==> src/logic/adc_uart_pkg.sv <==
/*
 * Shared constants and types for the converter's UART command block:
 * command patterns, configuration register layout, output code limits,
 * serial timing defaults and state encodings.
 * Assumes a single 25 MHz system clock and a 24-bit result path.
 */
`default_nettype none

package adc_uart_pkg;

   // ****************************************
   // Clock and serial timing
   // ****************************************
   localparam int CLK_NS = 40;
   localparam int DEFAULT_BIT_NS = 8680;
   localparam int DEFAULT_BIT_CYC = DEFAULT_BIT_NS / CLK_NS;
   localparam logic [3:0] FRAME_BITS = 4'h9;
   localparam logic [2:0] LAST_DATA_BIT = 3'h7;

   // ****************************************
   // Command bytes: value and compare mask
   // ****************************************
   localparam logic [7:0] CMD_RESET = 8'h06;
   localparam logic [7:0] CMD_START = 8'h08;
   localparam logic [7:0] CMD_SLEEP = 8'h02;
   localparam logic [7:0] CMD_RDATA = 8'h10;
   localparam logic [7:0] CMD_RD_REG = 8'h20;
   localparam logic [7:0] CMD_WR_REG = 8'h40;
   localparam logic [7:0] MASK_LOW_X = 8'hFE;
   localparam logic [7:0] MASK_NIBBLE = 8'hF0;
   // Register commands ignore both the address and the trailing bit
   localparam logic [7:0] MASK_ADDR = 8'hF0;
   localparam int ADDR_LSB = 1;

   // ****************************************
   // Configuration registers
   // ****************************************
   localparam int NUM_REGS = 5;
   localparam logic [2:0] REG_LAST = 3'h4;
   localparam logic [2:0] REG_MODE = 3'h1;
   localparam logic [2:0] REG_STATUS = 3'h2;
   localparam logic [2:0] REG_AUTO = 3'h3;
   localparam logic [2:0] REG_PIN = 3'h4;
   localparam int CONT_BIT = 3;
   localparam int FLAG_BIT = 7;
   localparam int CNT_EN_BIT = 6;
   localparam int AUTO_BIT = 0;
   localparam int PIN2_DIR_BIT = 6;
   localparam int PIN2_ROUTE_BIT = 3;
   localparam int PIN2_DAT_BIT = 2;
   localparam logic [7:0] REG_RESET = 8'h00;
   localparam logic [7:0] UNMAPPED_READ = 8'h00;

   // ****************************************
   // Result format
   // ****************************************
   localparam int RESULT_W = 24;
   localparam logic [23:0] CODE_MAX = 24'h7FFFFF;
   localparam logic [23:0] CODE_MIN = 24'h800000;
   localparam logic [2:0] RESULT_BYTES = 3'h3;
   localparam logic [2:0] RESULT_CNT_BYTES = 3'h4;

   // ****************************************
   // Types
   // ****************************************
   typedef struct packed {
      logic start;
      logic filter_clear;
      logic sleep;
      logic continuous;
   } conv_ctl_t;

   typedef enum logic [2:0] {
      RX_IDLE = 3'b000,
      RX_MEAS = 3'b001,
      RX_START = 3'b010,
      RX_DATA = 3'b011,
      RX_STOP = 3'b100
   } rx_state_t;

   typedef enum logic [1:0] {
      PH_SYNC = 2'b00,
      PH_CMD = 2'b01,
      PH_WDATA = 2'b10
   } phase_t;

   typedef enum logic {
      TX_IDLE = 1'b0,
      TX_BIT = 1'b1
   } tx_state_t;

endpackage

`default_nettype wire

==> src/logic/byte_fifo.sv <==
/*
 * Synchronous FIFO with valid/ready on both sides and a flush.
 * Assumes DEPTH is a power of two; one clock, async active-low reset.
 */
`timescale 1ns/100ps
`default_nettype none

module byte_fifo #(
   parameter int WIDTH = 8,
   parameter int DEPTH = 16
) (
   input wire logic clock_i, // System clock
   input wire logic arst_n_i, // Async reset, active low
   input wire logic flush_i, // Drop all entries
   input wire logic in_valid_i, // Write request
   output logic in_ready_o, // Room available
   input wire logic [WIDTH-1:0] in_data_i, // Write data
   output logic out_valid_o, // Entry available
   input wire logic out_ready_i, // Read accept
   output logic [WIDTH-1:0] out_data_o // Head entry
);
   localparam int AW = $clog2(DEPTH);

   logic [WIDTH-1:0] mem [DEPTH];
   logic [AW-1:0] wr_ptr;
   logic [AW-1:0] rd_ptr;
   logic [AW:0] count;

   wire push = in_valid_i && in_ready_o;
   wire pop = out_valid_o && out_ready_i;

   assign in_ready_o = count != (AW+1)'(DEPTH);
   assign out_valid_o = count != '0;
   assign out_data_o = mem[rd_ptr];

   always_ff @(posedge clock_i) begin
      if (push) begin
         mem[wr_ptr] <= in_data_i;
      end
   end

   // Pointers wrap naturally because DEPTH is a power of two
   always_ff @(posedge clock_i or negedge arst_n_i) begin
      if (!arst_n_i) begin
         wr_ptr <= '0;
         rd_ptr <= '0;
         count <= '0;
      end else if (flush_i) begin
         wr_ptr <= '0;
         rd_ptr <= '0;
         count <= '0;
      end else begin
         wr_ptr <= push ? wr_ptr + AW'(1) : wr_ptr;
         rd_ptr <= pop ? rd_ptr + AW'(1) : rd_ptr;
         count <= count + (AW+1)'(push) - (AW+1)'(pop);
      end
   end

endmodule

`default_nettype wire

==> src/logic/adc_uart_readout.sv <==
/*
 * Command interpreter and result readout for a 24-bit converter behind a
 * half-duplex 8-N-1 UART with auto-baud. Holds the five config registers,
 * drives conversion control, queues reply bytes through a 16-entry FIFO.
 * Assumes rx_i is synchronous to clock_i and the converter core reports
 * each finished result with a one-cycle conv_done_i.
 */
// Notes on behaviour
// - Result clips to 7FFFFFh and 800000h.
// - Reset command restores every default.
// - Single-shot start; restart clears filter first.
// - Continuous start; repeat restarts with clear.
// - Sleep keeps registers, waits conversion end.
// - Start command wakes from sleep.
// - Read-result loads newest result, then sends.
// - Result arriving during load keeps flag set.
// - LSB first bits, least byte first.
// - Register read; missing address returns 00h.
// - Register write; missing address ignored.
// - Write except register 4 restarts conversion.
// - Baud measured from each sync byte.
// - Byte acted on at mid stop bit.
// - Tolerate stop detect timing jitter.
// - Auto mode sends each result unasked.
// - Flag reaches pin only if routed out.
// - Status bit shows unread result.
// - Transmission bytes frozen once loaded.
// - Optional counter counts each result.
// - Flag clears when result latched out.
`timescale 1ns/100ps
`default_nettype none

module adc_uart_readout #(
   parameter int RAW_W = 26,
   parameter int BAUD_W = 16,
   parameter int FIFO_DEPTH = 16,
   parameter int BIT_CYC = adc_uart_pkg::DEFAULT_BIT_CYC
) (
   input wire logic clock_i, // System clock, 25 MHz
   input wire logic arst_n_i, // Async reset, active low
   input wire logic rx_i, // UART receive from host
   output logic tx_o, // UART transmit to host
   output logic shared_flag_pin_o, // Pin 2 drive level
   output logic shared_flag_pin_oe_o, // Pin 2 drive enable
   input wire logic conv_done_i, // Result finished, pulse
   input wire logic conv_busy_i, // Conversion running
   input wire logic [RAW_W-1:0] conv_data_i, // Unclipped result
   output adc_uart_pkg::conv_ctl_t conv_ctl_o, // Conversion control
   output logic [adc_uart_pkg::NUM_REGS*8-1:0] cfg_o // Config registers
);
   import adc_uart_pkg::*;

   // ****************************************
   // Declarations
   // ****************************************
   function automatic logic cmd_match(input logic [7:0] b,
                                      input logic [7:0] val,
                                      input logic [7:0] mask);
      cmd_match = (b & mask) == val;
   endfunction

   rx_state_t rx_st;
   phase_t ph;
   tx_state_t tx_st;
   logic [BAUD_W-1:0] period;
   logic [BAUD_W-1:0] tmr;
   logic [BAUD_W-1:0] meas;
   logic [2:0] bitn;
   logic [7:0] rx_byte;
   logic [2:0] wr_addr;
   logic soft_rst;
   logic [NUM_REGS-1:0][7:0] cfg;
   conv_ctl_t next_ctl;
   logic sleep_pending;
   logic [RESULT_W-1:0] result;
   logic [7:0] count;
   logic new_result_flag;
   logic auto_pend;
   logic [31:0] out_buf;
   logic [2:0] out_cnt;
   logic [BAUD_W-1:0] ttmr;
   logic [3:0] txn;
   logic [8:0] frame;
   logic fifo_in_ready;
   logic fifo_out_valid;
   logic [7:0] fifo_out_data;

   // ****************************************
   // Output clipping and decode
   // ****************************************
   wire [RAW_W-RESULT_W:0] top_bits = conv_data_i[RAW_W-1:RESULT_W-1];
   wire fits = (top_bits == '0) || (&top_bits);
   wire [RESULT_W-1:0] clipped = fits ? conv_data_i[RESULT_W-1:0] :
                                 conv_data_i[RAW_W-1] ? CODE_MIN : CODE_MAX;

   wire byte_done = (rx_st == RX_STOP) && (tmr == '0) && rx_i;
   wire cmd_byte = byte_done && (ph == PH_CMD);
   wire wr_byte = byte_done && (ph == PH_WDATA);
   wire is_reset = cmd_byte && cmd_match(rx_byte, CMD_RESET, MASK_LOW_X);
   wire is_start = cmd_byte && cmd_match(rx_byte, CMD_START, MASK_LOW_X);
   wire is_sleep = cmd_byte && cmd_match(rx_byte, CMD_SLEEP, MASK_LOW_X);
   wire is_rdata = cmd_byte && cmd_match(rx_byte, CMD_RDATA, MASK_NIBBLE);
   wire is_rd_reg = cmd_byte && cmd_match(rx_byte, CMD_RD_REG, MASK_ADDR);
   wire is_wr_reg = cmd_byte && cmd_match(rx_byte, CMD_WR_REG, MASK_ADDR);
   wire [2:0] rd_addr = rx_byte[ADDR_LSB+2:ADDR_LSB];
   wire wr_hit = wr_byte && (wr_addr <= REG_LAST);
   wire restart_wr = wr_hit && (wr_addr != REG_PIN);

   wire continuous = cfg[REG_MODE][CONT_BIT];
   wire cnt_en = cfg[REG_STATUS][CNT_EN_BIT];
   wire auto_read = cfg[REG_AUTO][AUTO_BIT];
   wire pin2_direction = cfg[REG_PIN][PIN2_DIR_BIT];
   wire pin2_flag_route = cfg[REG_PIN][PIN2_ROUTE_BIT];

   // Status register shows the live flag in place of the stored bit
   wire [7:0] status_view = {new_result_flag, cfg[REG_STATUS][6:0]};
   wire [7:0] rd_val = (rd_addr > REG_LAST) ? UNMAPPED_READ :
                       (rd_addr == REG_STATUS) ? status_view :
                       cfg[rd_addr];

   // Only an idle loader accepts a new reply, so queued bytes never change
   wire load_result = (out_cnt == '0) && (is_rdata || auto_pend);
   wire load_reg = (out_cnt == '0) && is_rd_reg;
   wire [2:0] reply_len = cnt_en ? RESULT_CNT_BYTES : RESULT_BYTES;
   wire push = out_cnt != '0;
   wire pop = fifo_out_valid && (tx_st == TX_IDLE);

   // ****************************************
   // Receiver with auto-baud
   // ****************************************
   // Sampling at half the measured period leaves a few cycles of slack
   // either side, which covers the stop-detect jitter of the link.
   always_ff @(posedge clock_i or negedge arst_n_i) begin
      if (!arst_n_i) begin
         rx_st <= RX_IDLE;
         period <= BAUD_W'(BIT_CYC);
         tmr <= '0;
         meas <= '0;
         bitn <= '0;
         rx_byte <= '0;
      end else if (soft_rst) begin
         rx_st <= RX_IDLE;
         period <= BAUD_W'(BIT_CYC);
         tmr <= '0;
      end else begin
         case (rx_st)
            RX_IDLE: begin
               meas <= BAUD_W'(1);
               tmr <= period >> 1;
               if (!rx_i) begin
                  // Sync start bit is exactly one bit long
                  rx_st <= (ph == PH_SYNC) ? RX_MEAS : RX_START;
               end
            end
            RX_MEAS: begin
               if (rx_i) begin
                  period <= meas;
                  tmr <= meas >> 1;
                  bitn <= '0;
                  rx_st <= RX_DATA;
               end else begin
                  meas <= meas + BAUD_W'(1);
               end
            end
            RX_START: begin
               if (tmr != '0) begin
                  tmr <= tmr - BAUD_W'(1);
               end else begin
                  tmr <= period - BAUD_W'(1);
                  bitn <= '0;
                  rx_st <= rx_i ? RX_IDLE : RX_DATA;
               end
            end
            RX_DATA: begin
               if (tmr != '0) begin
                  tmr <= tmr - BAUD_W'(1);
               end else begin
                  rx_byte <= {rx_i, rx_byte[7:1]};
                  tmr <= period - BAUD_W'(1);
                  bitn <= bitn + 3'h1;
                  if (bitn == LAST_DATA_BIT) begin
                     rx_st <= RX_STOP;
                  end
               end
            end
            default: begin
               // Mid stop bit: a low here is a framing error, byte dropped
               if (tmr != '0) begin
                  tmr <= tmr - BAUD_W'(1);
               end else begin
                  rx_st <= RX_IDLE;
               end
            end
         endcase
      end
   end

   // ****************************************
   // Command sequencing and registers
   // ****************************************
   always_ff @(posedge clock_i or negedge arst_n_i) begin
      if (!arst_n_i) begin
         ph <= PH_SYNC;
         wr_addr <= '0;
         soft_rst <= 1'b0;
         cfg <= '0;
      end else if (soft_rst) begin
         ph <= PH_SYNC;
         soft_rst <= 1'b0;
         cfg <= '0;
      end else begin
         soft_rst <= is_reset;
         if (byte_done) begin
            case (ph)
               PH_SYNC: ph <= PH_CMD;
               PH_CMD: ph <= is_wr_reg ? PH_WDATA : PH_SYNC;
               default: ph <= PH_SYNC;
            endcase
         end
         if (is_wr_reg) begin
            wr_addr <= rd_addr;
         end
         if (wr_hit) begin
            cfg[wr_addr] <= rx_byte;
         end
      end
   end

   // ****************************************
   // Conversion control
   // ****************************************
   always_comb begin
      next_ctl = conv_ctl_o;
      next_ctl.continuous = continuous;
      next_ctl.start = is_start || (restart_wr && conv_busy_i);
      next_ctl.filter_clear = (is_start || restart_wr) && conv_busy_i;
      if (is_start) begin
         next_ctl.sleep = 1'b0;
      end else if (sleep_pending && !conv_busy_i) begin
         next_ctl.sleep = 1'b1;
      end
   end

   always_ff @(posedge clock_i or negedge arst_n_i) begin
      if (!arst_n_i) begin
         conv_ctl_o <= '0;
         sleep_pending <= 1'b0;
      end else if (soft_rst) begin
         conv_ctl_o <= '0;
         sleep_pending <= 1'b0;
      end else begin
         conv_ctl_o <= next_ctl;
         sleep_pending <= !is_start && (is_sleep ||
                          (sleep_pending && conv_busy_i));
      end
   end

   // ****************************************
   // Result store, new-result flag and pin
   // ****************************************
   // A result landing as the old one is latched keeps the flag set
   wire next_flag = conv_done_i || (new_result_flag && !load_result);

   always_ff @(posedge clock_i or negedge arst_n_i) begin
      if (!arst_n_i) begin
         result <= '0;
         count <= '0;
         new_result_flag <= 1'b0;
         auto_pend <= 1'b0;
         shared_flag_pin_o <= 1'b0;
         shared_flag_pin_oe_o <= 1'b0;
      end else if (soft_rst) begin
         result <= '0;
         count <= '0;
         new_result_flag <= 1'b0;
         auto_pend <= 1'b0;
         shared_flag_pin_o <= 1'b0;
         shared_flag_pin_oe_o <= 1'b0;
      end else begin
         if (conv_done_i) begin
            result <= clipped;
            count <= cnt_en ? count + 8'h01 : count;
         end
         new_result_flag <= next_flag;
         // Host must stay quiet while this reply streams out
         auto_pend <= (conv_done_i && auto_read) ||
                      (auto_pend && !load_result);
         shared_flag_pin_oe_o <= pin2_direction;
         shared_flag_pin_o <= (pin2_direction && pin2_flag_route) ?
                              !new_result_flag :
                              cfg[REG_PIN][PIN2_DAT_BIT];
      end
   end

   // ****************************************
   // Reply loader into the FIFO
   // ****************************************
   always_ff @(posedge clock_i or negedge arst_n_i) begin
      if (!arst_n_i) begin
         out_buf <= '0;
         out_cnt <= '0;
      end else if (soft_rst) begin
         out_cnt <= '0;
      end else if (load_result) begin
         out_buf <= {count, result};
         out_cnt <= reply_len;
      end else if (load_reg) begin
         out_buf <= {24'h000000, rd_val};
         out_cnt <= 3'h1;
      end else if (push && fifo_in_ready) begin
         out_buf <= out_buf >> 8;
         out_cnt <= out_cnt - 3'h1;
      end
   end

   byte_fifo #(
      .WIDTH(8),
      .DEPTH(FIFO_DEPTH)
   ) reply_fifo (
      .clock_i(clock_i),
      .arst_n_i(arst_n_i),
      .flush_i(soft_rst),
      .in_valid_i(push),
      .in_ready_o(fifo_in_ready),
      .in_data_i(out_buf[7:0]),
      .out_valid_o(fifo_out_valid),
      .out_ready_i(tx_st == TX_IDLE),
      .out_data_o(fifo_out_data)
   );

   // ****************************************
   // Transmitter
   // ****************************************
   always_ff @(posedge clock_i or negedge arst_n_i) begin
      if (!arst_n_i) begin
         tx_st <= TX_IDLE;
         tx_o <= 1'b1;
         ttmr <= '0;
         txn <= '0;
         frame <= '0;
      end else if (soft_rst) begin
         tx_st <= TX_IDLE;
         tx_o <= 1'b1;
      end else if (tx_st == TX_IDLE) begin
         tx_o <= !pop;
         if (pop) begin
            frame <= {1'b1, fifo_out_data};
            ttmr <= period - BAUD_W'(1);
            txn <= '0;
            tx_st <= TX_BIT;
         end
      end else if (ttmr != '0) begin
         ttmr <= ttmr - BAUD_W'(1);
      end else if (txn == FRAME_BITS) begin
         tx_o <= 1'b1;
         tx_st <= TX_IDLE;
      end else begin
         tx_o <= frame[0];
         frame <= frame >> 1;
         txn <= txn + 4'h1;
         ttmr <= period - BAUD_W'(1);
      end
   end

   assign cfg_o = cfg;
endmodule

`default_nettype wire

==> config.mk <==
export PLATFORM = sky130hd
export DESIGN_NAME = adc_uart_readout
export DESIGN_NICKNAME = d
export VERILOG_FILES = /design/src/logic/adc_uart_pkg.sv /design/src/logic/byte_fifo.sv /design/src/logic/adc_uart_readout.sv
export SDC_FILE = /design/constraint.sdc
export NUM_CORES = 1
export LEC_CHECK = 0
export BUFFER_PORTS_ARGS = -buffer_cell sky130_fd_sc_hd__clkbuf_2
export CAP_MARGIN = 20
export CORE_AREA = 10 10 206 188
export DETAILED_ROUTE_END_ITERATION = 7
export DIE_AREA = 0 0 216 198
export GPL_TIMING_DRIVEN = 0
export PLACE_DENSITY = 0.71
export SETUP_SLACK_MARGIN = 0.4
export SYNTH_ARGS = -nofsm -noshare
export SYNTH_HDL_FRONTEND = slang
export SYNTH_SLANG_ARGS = --single-unit
export TNS_END_PERCENT = 100
==> constraint.sdc <==
create_clock -name clock_i -period 6.9 [get_ports clock_i]
set_clock_uncertainty 0.2 [all_clocks]
set_input_delay 0 -clock clock_i [delete_from_list [all_inputs] [get_ports clock_i]]
set_output_delay 0 -clock clock_i [all_outputs]
set_load 0.01 [all_outputs]
==> impl_results.md, run 1 <==
* Flop2flop setup slack at 3.22 ns
* H-Tree Depth at 2
* I/O Buffers at 76
* Number of setup buffers added after CTS at 0
* Worst Setup End Kind: flop
* DR WL/cell at 20.41 um
* Gpl congestion at 0.9438
* Die X at 216 um
* PostCTS Resize Cnt at 0
* Slowest-stage cell, CP: nor4b_1
* Adder-cell share of the synthesized area at 0.01885
* Layout cells sized above 1 at 0.1499
* Synthesized area per cell at 11.42 um^2
* Seq. cell area at 0.009557 mm^2
* Outcome: completed
* Initial antenna violation count at 0
* First-pass iteration count of the detailed router at 6
* # diodes at 0
* First-pass GRT wire length at 70670 um
* Xor and xnor fraction of the mapped netlist area at 0.02216
* Syn-to-layout area delta at 15.76%
* Detailed-route wire length at 43750 um
* Clk Latency, worst-skew pair at 0.53 ns
* FF-to-FF path depth at 12
* Vias at 12540
* Drt initial violations at 1161
* Total power divided by cell area at 287.7 mW/mm^2
* Crit path kind: flop to flop
* Worst path max stage delay at 0.63 ns
* Largest net degree at the start of global routing at 107
* CTS tree: done
* # nets final at 1700
* Footprint of the multi-input gates at 0.006877 mm^2
* Post-Place Worst Slack at 3.254 ns
* Startpoint types: flop
* Synth Instances at 1488
* Cell area after synthesis at 0.01699 mm^2
* Hold WS at 0.07268 ns
* I/O pins at 78
* Cells along the critical path: inv_1, ha_1, nor4b_1, nor2_1, ha_1, inv_1, ha_1, fa_1, a21oi_1, nor2_1, or3_1, a21oi_1
* Num CTS Buffers at 39
* Top_reg_cell synth: dfrtp_1
* GRT Residual Overflow at 0
* F_max at 272.0 MHz
* Area leader, netlist: dfrtp_1
* Largest family of logic cells by synthesized area: simple AND/OR/NAND/NOR gates
* Filler instances at 2828
* Core Region at 0.03456 mm^2
* Final max-slew violation count at 0
* Slew margin rel. at 0.3128
* Worst-path clk slew at 0.06 ns
* Final Hold Violating Endpoints at 0
* Gr usage total at 0.2043
* Setup tns final at 0 ns
* # rows at 65
* Worst reg2reg path endpoint: reply_fifo.count[4]$_DFF_PN0_
* Library cells used by synthesis at 78
* Slew @ Worst Pin at 1.026 ns
* Ys Warns at 0
* Most frequent CP cell: ha_1
* Worst vdd ir at 0.2331 mV
* Synthesized Nets at 1544
* Post-route total power at 5658 uW
* Max Cap Viol at 0
* Root buffer cell: clkbuf_16
* Crit path arrival time at 3.93 ns
* Crit path buf inv count at 2
* Pleak at 0.007950 uW
* Reg-to-Reg Start: reply_fifo.count[3]$_DFF_PN0_
* Worst setup slack after layout at 3.224 ns
* Hold WC Path Type: input port to flop
* CP max FO at 6
* Final ANT Viol Nets at 0
* Final core occ at 0.5691
* Final worst path period share at 0.5327
* Delay-heaviest family, CP: simple AND/OR/NAND/NOR gates
* Residual DRC at 0
* Die height at 198 um
* CTS Sinks at 356
* Tmin final at 3.676 ns
* Mux contribution to synthesized area at 0.1020
* Starting Density at 0.4916
* Synth Area in Compound Gates at 0.1140
* Post-synth EDFFs at 128
* Post-synthesis sequential area ratio at 0.5624
* Synth Register Bits at 356
* Unrepaired setup endpoints after global routing: false
* Largest cells by area after synthesis: dfrtp_1, edfxtp_1, mux4_2
* Worst Min Path Start: conv_busy_i
* HPWL Detailed at 29800 um
* Final setup fails at 0
* WHS Endpoint: conv_ctl_o[2]$_DFF_PN0_
* Longest Clk Path Bufs at 3
* DR vias/cell at 5.850
* Vias in the first global route at 12610
* Hold Crit Depth at 4
* Die Area at 0.04277 mm^2
* Async SR Flop Fraction at 0.6404
* Synth top area share at 0.3269
* Post-synthesis simple-gate area fraction at 0.1477
* CP required at 7.15 ns
[power by group]
| group | internal (uW) | total, uW | switching (uW) |
|---|---|---|---|
| clock network | 1200 | 2040 | 841 |
| logic | 419 | 1110 | 695 |
| registers | 2340 | 2510 | 163 |
[flip-flops by register name, indices dropped and copies added (netlist names), 2 cells and up]
register           flops
out_buf               32
ph                     2
rx_st                  3
reply_fifo.wr_ptr      4
result                24
out_cnt                3
cfg_o                 40
reply_fifo.count       5
period                16
ttmr                  16
frame                  9
tmr                   16
conv_ctl_o             4
meas                  16
wr_addr                3
rx_byte                8
bitn                   3
reply_fifo.mem       128
reply_fifo.rd_ptr      4
txn                    4
count                  8
[tightest hold or removal path: cells and delay by family]
kind,cells,cell delay [ns]
AND/OR/NAND/NOR,1,0.07
AO/OA/AOI/OAI,1,0.04
buffers and inverters,2,0.66
[synth_stat cells (18+ instances only)]
| cell type | number |
|---|---|
| dfrtp_1 | 222 |
| nand2_1 | 135 |
| mux4_2 | 40 |
| a21oi_1 | 68 |
| o21ai_0 | 90 |
| clkbuf_1 | 63 |
| xor2_1 | 25 |
| inv_1 | 32 |
| nor2_1 | 170 |
| ha_1 | 24 |
| mux2i_1 | 64 |
| edfxtp_1 | 128 |
| o22ai_1 | 19 |
| xnor2_1 | 18 |
| a22o_1 | 24 |
| nand3_1 | 39 |
| nor2b_1 | 24 |
| nor3_1 | 33 |
| buf_2 | 19 |
| a22oi_1 | 25 |
[per-stage QoR]
| step | cells | cell area (um^2) |
|---|---|---|
| 2_1_floorplan | 1488 | 16990 |
| 3_3_place_gp | 2033 | 17960 |
| 3_5_place_dp | 2035 | 18020 |
| 4_1_cts | 2144 | 19670 |
| 5_1_grt | 2144 | 19670 |
| 6_report | 2144 | 19670 |
[what timing repair did]
item                                   in CTS  in global routing
hold buffers                               37                  0
endpoints found under the hold margin     266                  0
setup endpoints to repair                   0                  0
[metal layers]
layer	wire [um]	global-route usage
met1	18580	0.2725
met2	21230	0.3392
met3	2951	0.03463
met4	995	0.05692
met5	0	0
[worst max-delay path by stage]
stage | slack, ns | start | to | depth (start not counted)
4_1_cts | 3.23 | reply_fifo.count[3]$_DFF_PN0_ | reply_fifo.count[4]$_DFF_PN0_ | 12
3_5_place_dp | 3.25 | reply_fifo.count[3]$_DFF_PN0_ | reply_fifo.count[4]$_DFF_PN0_ | 12
3_3_place_gp | 0.95 | arst_n_i | result[10]$_DFFE_PN0P_ | 1
6_report | 3.22 | reply_fifo.count[3]$_DFF_PN0_ | reply_fifo.count[4]$_DFF_PN0_ | 12
2_1_floorplan | 3.81 | reply_fifo.count[3]$_DFF_PN0_ | reply_fifo.count[4]$_DFF_PN0_ | 12
5_1_grt | 2.86 | reply_fifo.count[3]$_DFF_PN0_ | reply_fifo.count[4]$_DFF_PN0_ | 12
[cells in the final DEF (no fill, tap or decap), types with 32 or more instances in the layout]
cell type / instances
edfxtp_1: 128
o21ai_0: 90
nor3_1: 33
inv_1: 32
nand3_1: 39
dfrtp_1: 222
nor2_1: 170
nand2_1: 135
dlygate4sd3_1: 36
mux4_2: 40
mux2i_1: 64
clkbuf_2: 75
clkbuf_16: 41
a21oi_1: 68
clkbuf_1: 75
[layout make-up]
cell class                 instances  area share
clock buffer                      59     0.05865
buffer                            98     0.02201
multi-input combinational       1001      0.3496
clock inverter                    13    0.005343
tap                              469     0.02983
inverter                          33    0.006425
timing repair buffer             115     0.04230
sequential                       356      0.4858
[cells by family after synthesis]
logic type      Yosys count
simple gates            514
flops                   356
compound gates          298
buf+inv                 131
mux                     121
xor+xnor                 43
fa+ha+maj                25
Note: power is estimated with default switching activity, not from simulation.
==> run 2, diff against run 1 <==
--- a/config.mk
+++ b/config.mk
@@ -5,13 +5,14 @@
 export SDC_FILE = /design/constraint.sdc
 export NUM_CORES = 1
 export LEC_CHECK = 0
+export ABC_AREA = 1
 export BUFFER_PORTS_ARGS = -buffer_cell sky130_fd_sc_hd__clkbuf_2
 export CAP_MARGIN = 20
-export CORE_AREA = 10 10 206 188
+export CORE_AREA = 10 10 207 190
 export DETAILED_ROUTE_END_ITERATION = 7
-export DIE_AREA = 0 0 216 198
+export DIE_AREA = 0 0 217 200
 export GPL_TIMING_DRIVEN = 0
-export PLACE_DENSITY = 0.71
+export PLACE_DENSITY = 0.74
 export SETUP_SLACK_MARGIN = 0.4
 export SYNTH_ARGS = -nofsm -noshare
 export SYNTH_HDL_FRONTEND = slang
==> constraint.sdc (replaced) <==
create_clock -name clock_i -period 3.1 [get_ports clock_i]
set_clock_uncertainty 0.2 [all_clocks]
set_input_delay 0 -clock clock_i [delete_from_list [all_inputs] [get_ports clock_i]]
set_output_delay 0 -clock clock_i [all_outputs]
set_load 0.01 [all_outputs]
==> impl_results.md, run 2 <==
* H-Tree Depth at 2 (unchanged)
* Crit path kind: flop to flop
* Slowest-stage cell, CP: fa_2
* Top_reg_cell synth: dfrtp_1
* Footprint of the multi-input gates at 0.006843 mm^2 (-0.49%)
* Worst-path clk slew at 0.07 ns (about the same)
* Max Cap Viol at 0 (unchanged)
* # rows at 65 (unchanged)
* Seq. cell area at 0.009557 mm^2 (unchanged)
* Vias at 14930 (+19%)
* Final worst path period share at 0.8578 (+0.3251)
* Initial antenna violation count at 1 (+1)
* Cells along the critical path: inv_2, ha_4, nand4_1, nand2_2, inv_2, ha_4, inv_1, ha_2, fa_2, nand2_2, a21oi_2, nor2_1, xor2_1, nor2_1
* Crit path arrival time at 2.87 ns (-1.06 ns)
* Area after DPL at 0.01829 mm^2 (+1.5%)
* Post-synthesis sequential area ratio at 0.5538 (-0.008604)
* Async SR Flop Fraction at 0.6404 (unchanged)
* FF-to-FF path depth at 14 (+2)
* Gr usage total at 0.2179 (+0.01363)
* CP required at 3.31 ns (-3.84 ns)
* Commonest non-fill, non-tap cell in the layout: nand2_1
* Synth top area share at 0.3219 (-0.005002)
* Largest register FFs at 128 (unchanged)
* Final setup fails at 0 (unchanged)
* Post-route total power at 14910 uW (+160%)
* # nets final at 2205 (+30%)
* Pleak at 0.008966 uW (+13%)
* Clk Latency, worst-skew pair at 0.54 ns (about the same)
* Hold Crit Depth at 4 (unchanged)
* Synthesized area per cell at 8.711 um^2 (-24%)
* Final core occ at 0.5803 (+0.01118)
* # diodes at 0 (unchanged)
* Library cells used by synthesis at 52 (-33%)
* Worst Setup End Kind: flop
* Final ANT Viol Nets at 0 (unchanged)
* HPWL Detailed at 32740 um (+9.8%)
* CP max FO at 3 (-3)
* Cell area after synthesis at 0.01726 mm^2 (+1.6%)
* F_max at 376.0 MHz (+38%)
* Core Region at 0.03481 mm^2 (+0.71%)
* Design area at 0.02020 mm^2 (+2.7%)
* CTS Sinks at 356 (unchanged)
* Top post-synthesis cells by count: nand2_1, nor2_1, dfrtp_1
* Post-Place Worst Slack at 0.09103 ns (-3.163 ns)
* Final Hold Violating Endpoints at 0 (unchanged)
* Startpoint types: flop
* Synth Register Bits at 356 (unchanged)
* Gpl congestion at 0.9093 (-3.7%)
* Commonest cells after routing, fill and taps aside: nand2_1, nor2_1, dfrtp_1, o21ai_0, nand3_1
* DR WL/cell at 18.05 um (-12%)
* I/O pins at 78 (unchanged)
* Final max-slew violation count at 0 (unchanged)
* Unrepaired setup endpoints after global routing: true
* I/O Buffers at 77 (+1.3%)
* Starting Density at 0.4958 (+0.004139)
* Worst path max stage delay at 0.40 ns (-0.23 ns)
* Most frequent cell after synthesis: nand2_1
* Largest cells by area after synthesis: dfrtp_1, edfxtp_1, nand2_1
* Residual DRC at 0 (unchanged)
* Outcome: completed
* Die X at 217 um (+0.46%)
* DR vias/cell at 5.637 (-3.6%)
* Setup tns final at 0 ns (unchanged)
* GRT Residual Overflow at 0 (unchanged)
* Largest net degree at the start of global routing at 90 (-16%)
* Total power divided by cell area at 738.3 mW/mm^2 (+160%)
* Root buffer cell: clkbuf_16
* CTS tree: done
* Worst setup slack after layout at 0.4407 ns (-2.783 ns)
* Drt initial violations at 1608 (+39%)
* Largest Register: reply_fifo.mem
* First-pass iteration count of the detailed router at 6 (unchanged)
* Layout cells sized above 1 at 0.1088 (-0.04109)
* Longest Clk Path Bufs at 3 (unchanged)
* Area leader, netlist: dfrtp_1
* Tmin final at 2.659 ns (-1.017 ns)
* Syn-to-layout area delta at 17.05%
* Worst vdd ir at 0.4437 mV (+90%)
* Synthesized Nets at 2037 (+32%)
* Num CTS Buffers at 38 (-2.6%)
* Filler instances at 3035 (+7.3%)
* Ys Warns at 0 (unchanged)
* Die Area at 0.04340 mm^2 (+1.5%)
* Detailed-route wire length at 47810 um (+9.3%)
* Slew @ Worst Pin at 0.8427 ns (-0.1833 ns)
* Vias in the first global route at 14710 (+17%)
* Slew margin rel. at 0.4361 (+0.1233)
* Post-synth EDFFs at 128 (unchanged)
* Hold WC Path Type: input port to flop
* Synth Instances at 1981 (+33%)
* First-pass GRT wire length at 77230 um (+9.3%)
* Die height at 200 um (+1.0%)
run 2: cell types whose count changed after synthesis, sizes merged, moves of 17 or more:
cell    delta
nand3    +130
a22oi     -21
inv      +117
nor2b     -24
o21ai    +130
mux2i     -64
mux2      -17
a21oi     -18
o211ai    +27
a22o      -24
mux4      -40
nor2      +69
nand2    +343
run 2: report_power, final:
group          total, uW  switching [uW]  internal [uW]
logic               4110            2820           1290
registers           6060             414           5650
clock network       4750            1900           2850
total              14900            5130           9780
run 2: worst paths after layout:
kind	from	to	slack [ns]
worst max-delay path	reply_fifo.count[3]$_DFF_PN0_	reply_fifo.count[4]$_DFF_PN0_	0.44
worst min-delay path	conv_data_i[8]	result[8]$_DFFE_PN0P_	0.08
worst max register to register	reply_fifo.count[3]$_DFF_PN0_	reply_fifo.count[4]$_DFF_PN0_	0.44
worst min register to register	out_buf[24]$_DFFE_PN0P_	out_buf[24]$_DFFE_PN0P_	0.28
max in group asynchronous	arst_n_i	tx_o$_DFFE_PN1P_	1.87
min in group asynchronous	arst_n_i	cfg_o[4]$_DFFE_PN0P_	0.40
run 2: kinds of logic after synthesis:
family          synth area share
fa+ha+maj                0.01856
xor+xnor                 0.01827
buf+inv                  0.05474
compound gates            0.1209
flops                     0.5538
simple gates              0.2337
run 2: what timing repair did:
item / CTS / global route
hold endpoints to repair: 285 / 0
hold buffers: 39 / 0
gates resized for setup: 10 / 36
gates cloned: 0 / 0
endpoints found under the setup margin: 79 / 136
setup buffers: 3 / 7
pin swaps: 3 / 6
run 2: cell type report:
type / count / area share
sequential: 356 / 0.4731
multi-input combinational: 1384 / 0.3388
clock buffer: 52 / 0.05265
timing repair buffer: 128 / 0.04615
inverter: 156 / 0.02905
tap: 469 / 0.02905
buffer: 85 / 0.01865
clock inverter: 18 / 0.01251
run 2: metrics by stage:
step,cells,hold WS [ns]
6_report,2648,0.08485
5_1_grt,2648,0.1163
4_1_cts,2641,0.06488
3_5_place_dp,2529,-0.1860
3_3_place_gp,2527,0.05712
2_1_floorplan,1981,-0.4956
run 2: layer usage:
layer  track usage  up-vias  wire, um
li1              -     7032         -
met1        0.2867     7171     20100
met2        0.3591      607     22770
met3       0.03597      115      3510
met4       0.07788        2      1413
met5             0        -        13
run 2: worst max-delay path, delay by kind of cell (launching register included):
kind / cells / cell delay [ns]
buf+inv: 3 / 0.19
simple gates: 5 / 0.57
compound gates: 1 / 0.05
xor+xnor: 1 / 0.17
fa+ha+maj: 4 / 0.97
flops: 1 / 0.39
==> run 3, diff against run 2 <==
--- a/config.mk
+++ b/config.mk
@@ -7,12 +7,11 @@
 export LEC_CHECK = 0
 export ABC_AREA = 1
 export BUFFER_PORTS_ARGS = -buffer_cell sky130_fd_sc_hd__clkbuf_2
-export CAP_MARGIN = 20
 export CORE_AREA = 10 10 207 190
 export DETAILED_ROUTE_END_ITERATION = 7
 export DIE_AREA = 0 0 217 200
 export GPL_TIMING_DRIVEN = 0
-export PLACE_DENSITY = 0.74
+export PLACE_DENSITY = 0.81
 export SETUP_SLACK_MARGIN = 0.4
 export SYNTH_ARGS = -nofsm -noshare
 export SYNTH_HDL_FRONTEND = slang
==> impl_results.md, run 3 (synthesized netlist as in run 2, its figures left out) <==
* Detailed-route wire length at 47950 um (+0.30%)
* DR vias/cell at 5.697 (+1.1%)
* Residual DRC at 0 (unchanged)
* Final max-slew violation count at 0 (unchanged)
* Worst reg2reg path endpoint: reply_fifo.count[4]$_DFF_PN0_
* I/O Buffers at 77 (unchanged)
* Longest Clk Path Bufs at 3 (unchanged)
* F_max at 364.1 MHz (-3.2%)
* Logic pwr share at 0.271 (-0.004)
* Flop2flop setup slack at 0.35 ns (-0.09 ns)
* Total power divided by cell area at 732.6 mW/mm^2 (-0.78%)
* CTS tree: done
* Clk Latency, worst-skew pair at 0.53 ns (about the same)
* Internal cell power at 9671 uW (-1.1%)
* Vias in the first global route at 14830 (+0.84%)
* Setup tns final at 0 ns (unchanged)
* Final setup fails at 0 (unchanged)
* Startpoint types: flop
* Final worst path period share at 0.8860 (+0.02820)
* Hold WS at 0.1076 ns (+0.02279 ns)
* Largest register FFs at 128 (unchanged)
* Commonest non-fill, non-tap cell in the layout: nand2_1
* Crit path arrival time at 2.94 ns (+0.07 ns)
* Filler instances at 2996 (-1.3%)
* Commonest cells after routing, fill and taps aside: nand2_1, nor2_1, dfrtp_1, o21ai_0, nand3_1
* # rows at 65 (unchanged)
* Crit path from: reply_fifo.count[2]$_DFF_PN0_
* Vias at 15040 (+0.76%)
* Final core occ at 0.5769 (-0.003379)
* Sequential Power Share at 0.412 (+0.006)
* First-pass iteration count of the detailed router at 8 (+2)
* DR WL/cell at 18.16 um (+0.61%)
* # nets final at 2197 (-0.36%)
* Die Area at 0.04340 mm^2 (unchanged)
* Clk pwr share at 0.317 (about the same)
* CP max FO at 4 (+1)
* Slew margin rel. at 0.4430 (+0.006900)
* Worst vdd ir at 0.5662 mV (+28%)
* FF-to-FF path depth at 14 (unchanged)
* Final Hold Violating Endpoints at 0 (unchanged)
* Starting Density at 0.4958 (unchanged)
* Max Cap Viol at 0 (unchanged)
* Largest Register: reply_fifo.mem
* Hold WC Path Type: input port to flop
* Unrepaired setup endpoints after global routing: true
* CP required at 3.29 ns (-0.02 ns)
* Final std cells w/o fill at 2640 (-0.30%)
* GRT Residual Overflow at 0 (unchanged)
* HPWL Detailed at 33200 um (+1.4%)
* Core Region at 0.03481 mm^2 (unchanged)
* I/O pins at 78 (unchanged)
* Gr usage total at 0.2177 (about the same)
* Reg-to-Reg Start: reply_fifo.count[2]$_DFF_PN0_
* Setup crit end: reply_fifo.count[4]$_DFF_PN0_
* Cell count after placement at 2529 (unchanged)
* Gpl congestion at 0.9288 (+2.1%)
* Worst Setup End Kind: flop
* First-pass GRT wire length at 77470 um (+0.31%)
* Initial antenna violation count at 1 (unchanged)
* Pleak at 0.008909 uW (-0.64%)
* Largest net degree at the start of global routing at 101 (+12%)
* Root buffer cell: clkbuf_16
* Syn-to-layout area delta at 16.36%
* Switching fraction of total power at 0.3426 (-0.001701)
* Die X at 217 um (unchanged)
* H-Tree Depth at 2 (unchanged)
* Die height at 200 um (unchanged)
* Layout cells sized above 1 at 0.1101 (+0.001373)
* Crit path kind: flop to flop
* Worst-path clk slew at 0.06 ns (about the same)
* Outcome: completed
* CTS Sinks at 356 (unchanged)
* Drt initial violations at 1867 (+16%)
* Final ANT Viol Nets at 0 (unchanged)
* Tmin final at 2.747 ns (+0.08741 ns)
* Slew @ Worst Pin at 0.8324 ns (-0.01031 ns)
* Num CTS Buffers at 38 (unchanged)
* NetSw at 5040 uW (-1.8%)
[run 3: final cells by class]
type	instances	area, um^2	share of cell area
sequential	356	9557	0.4759
multi-input combinational	1384	6830	0.3401
clock buffer	51	1081	0.05384
timing repair buffer	120	854.6	0.04256
inverter	156	586.8	0.02922
tap	469	586.8	0.02922
buffer	85	372.9	0.01857
clock inverter	18	209.0	0.01041
antenna	1	2.502	0.0001246
[run 3: worst min-delay path by stage]
stage                               start                      to  cells past startpoint
after floorplan                  arst_n_i     auto_pend$_DFF_PN0_                      0
after global placement    conv_data_i[25]  result[23]$_DFFE_PN0P_                      3
after detailed placement         arst_n_i    cfg_o[2]$_DFFE_PN0P_                      1
after CTS                 conv_data_i[23]  result[22]$_DFFE_PN0P_                      7
after global routing      conv_data_i[12]  result[12]$_DFFE_PN0P_                      4
final                      conv_data_i[9]   result[9]$_DFFE_PN0P_                      4
[run 3: timing repair]
action                                 4_1_cts  5_1_grt
resized for setup                            5       39
endpoints found under the hold margin      293        0
setup buffers                                0        6
setup endpoints to repair                   57      130
pin swaps                                    0        5
hold buffers                                35        0
[run 3: stage by stage]
stage	setup WS, ns	total power (uW)	instance area, um^2
after global routing	0.2096	15500	20080
final	0.3533	14710	20080
after floorplan	0.5080	8798	17260
after CTS	0.2283	14570	19950
after detailed placement	0.1340	9874	18290
after global placement	-2.659	9693	18230
[run 3: per-layer routing]
layer  vias up  global-route usage  part of all wire
met5         -                   0                 0
met4         0             0.08279             0.036
met3       133             0.03657             0.085
met2       766              0.3552              0.47
met1      7134              0.2874              0.41
li1       7007                   -                 -
[run 3: power groups by stage]
stage                     Combinational, uW  Sequential (uW)  Clock (uW)
after floorplan                        2780             6020           0
after global placement                 3590             6100           0
after detailed placement               3750             6120           0
after CTS                              3820             6050        4710
after global routing                   4490             6130        4880
final                                  3980             6060        4670
[run 3: worst max-delay path, stage by stage (launching register included)]
cell and delay (ns):
dfrtp_1 0.39, inv_2 0.07, ha_2 0.17, nand4_1 0.16
nand2_2 0.17, inv_2 0.06, ha_1 0.27, inv_1 0.04
ha_2 0.20, fa_2 0.40, nand2_1 0.07, a21oi_1 0.05
nor2_1 0.13, xor2_1 0.16, nor2_1 0.06
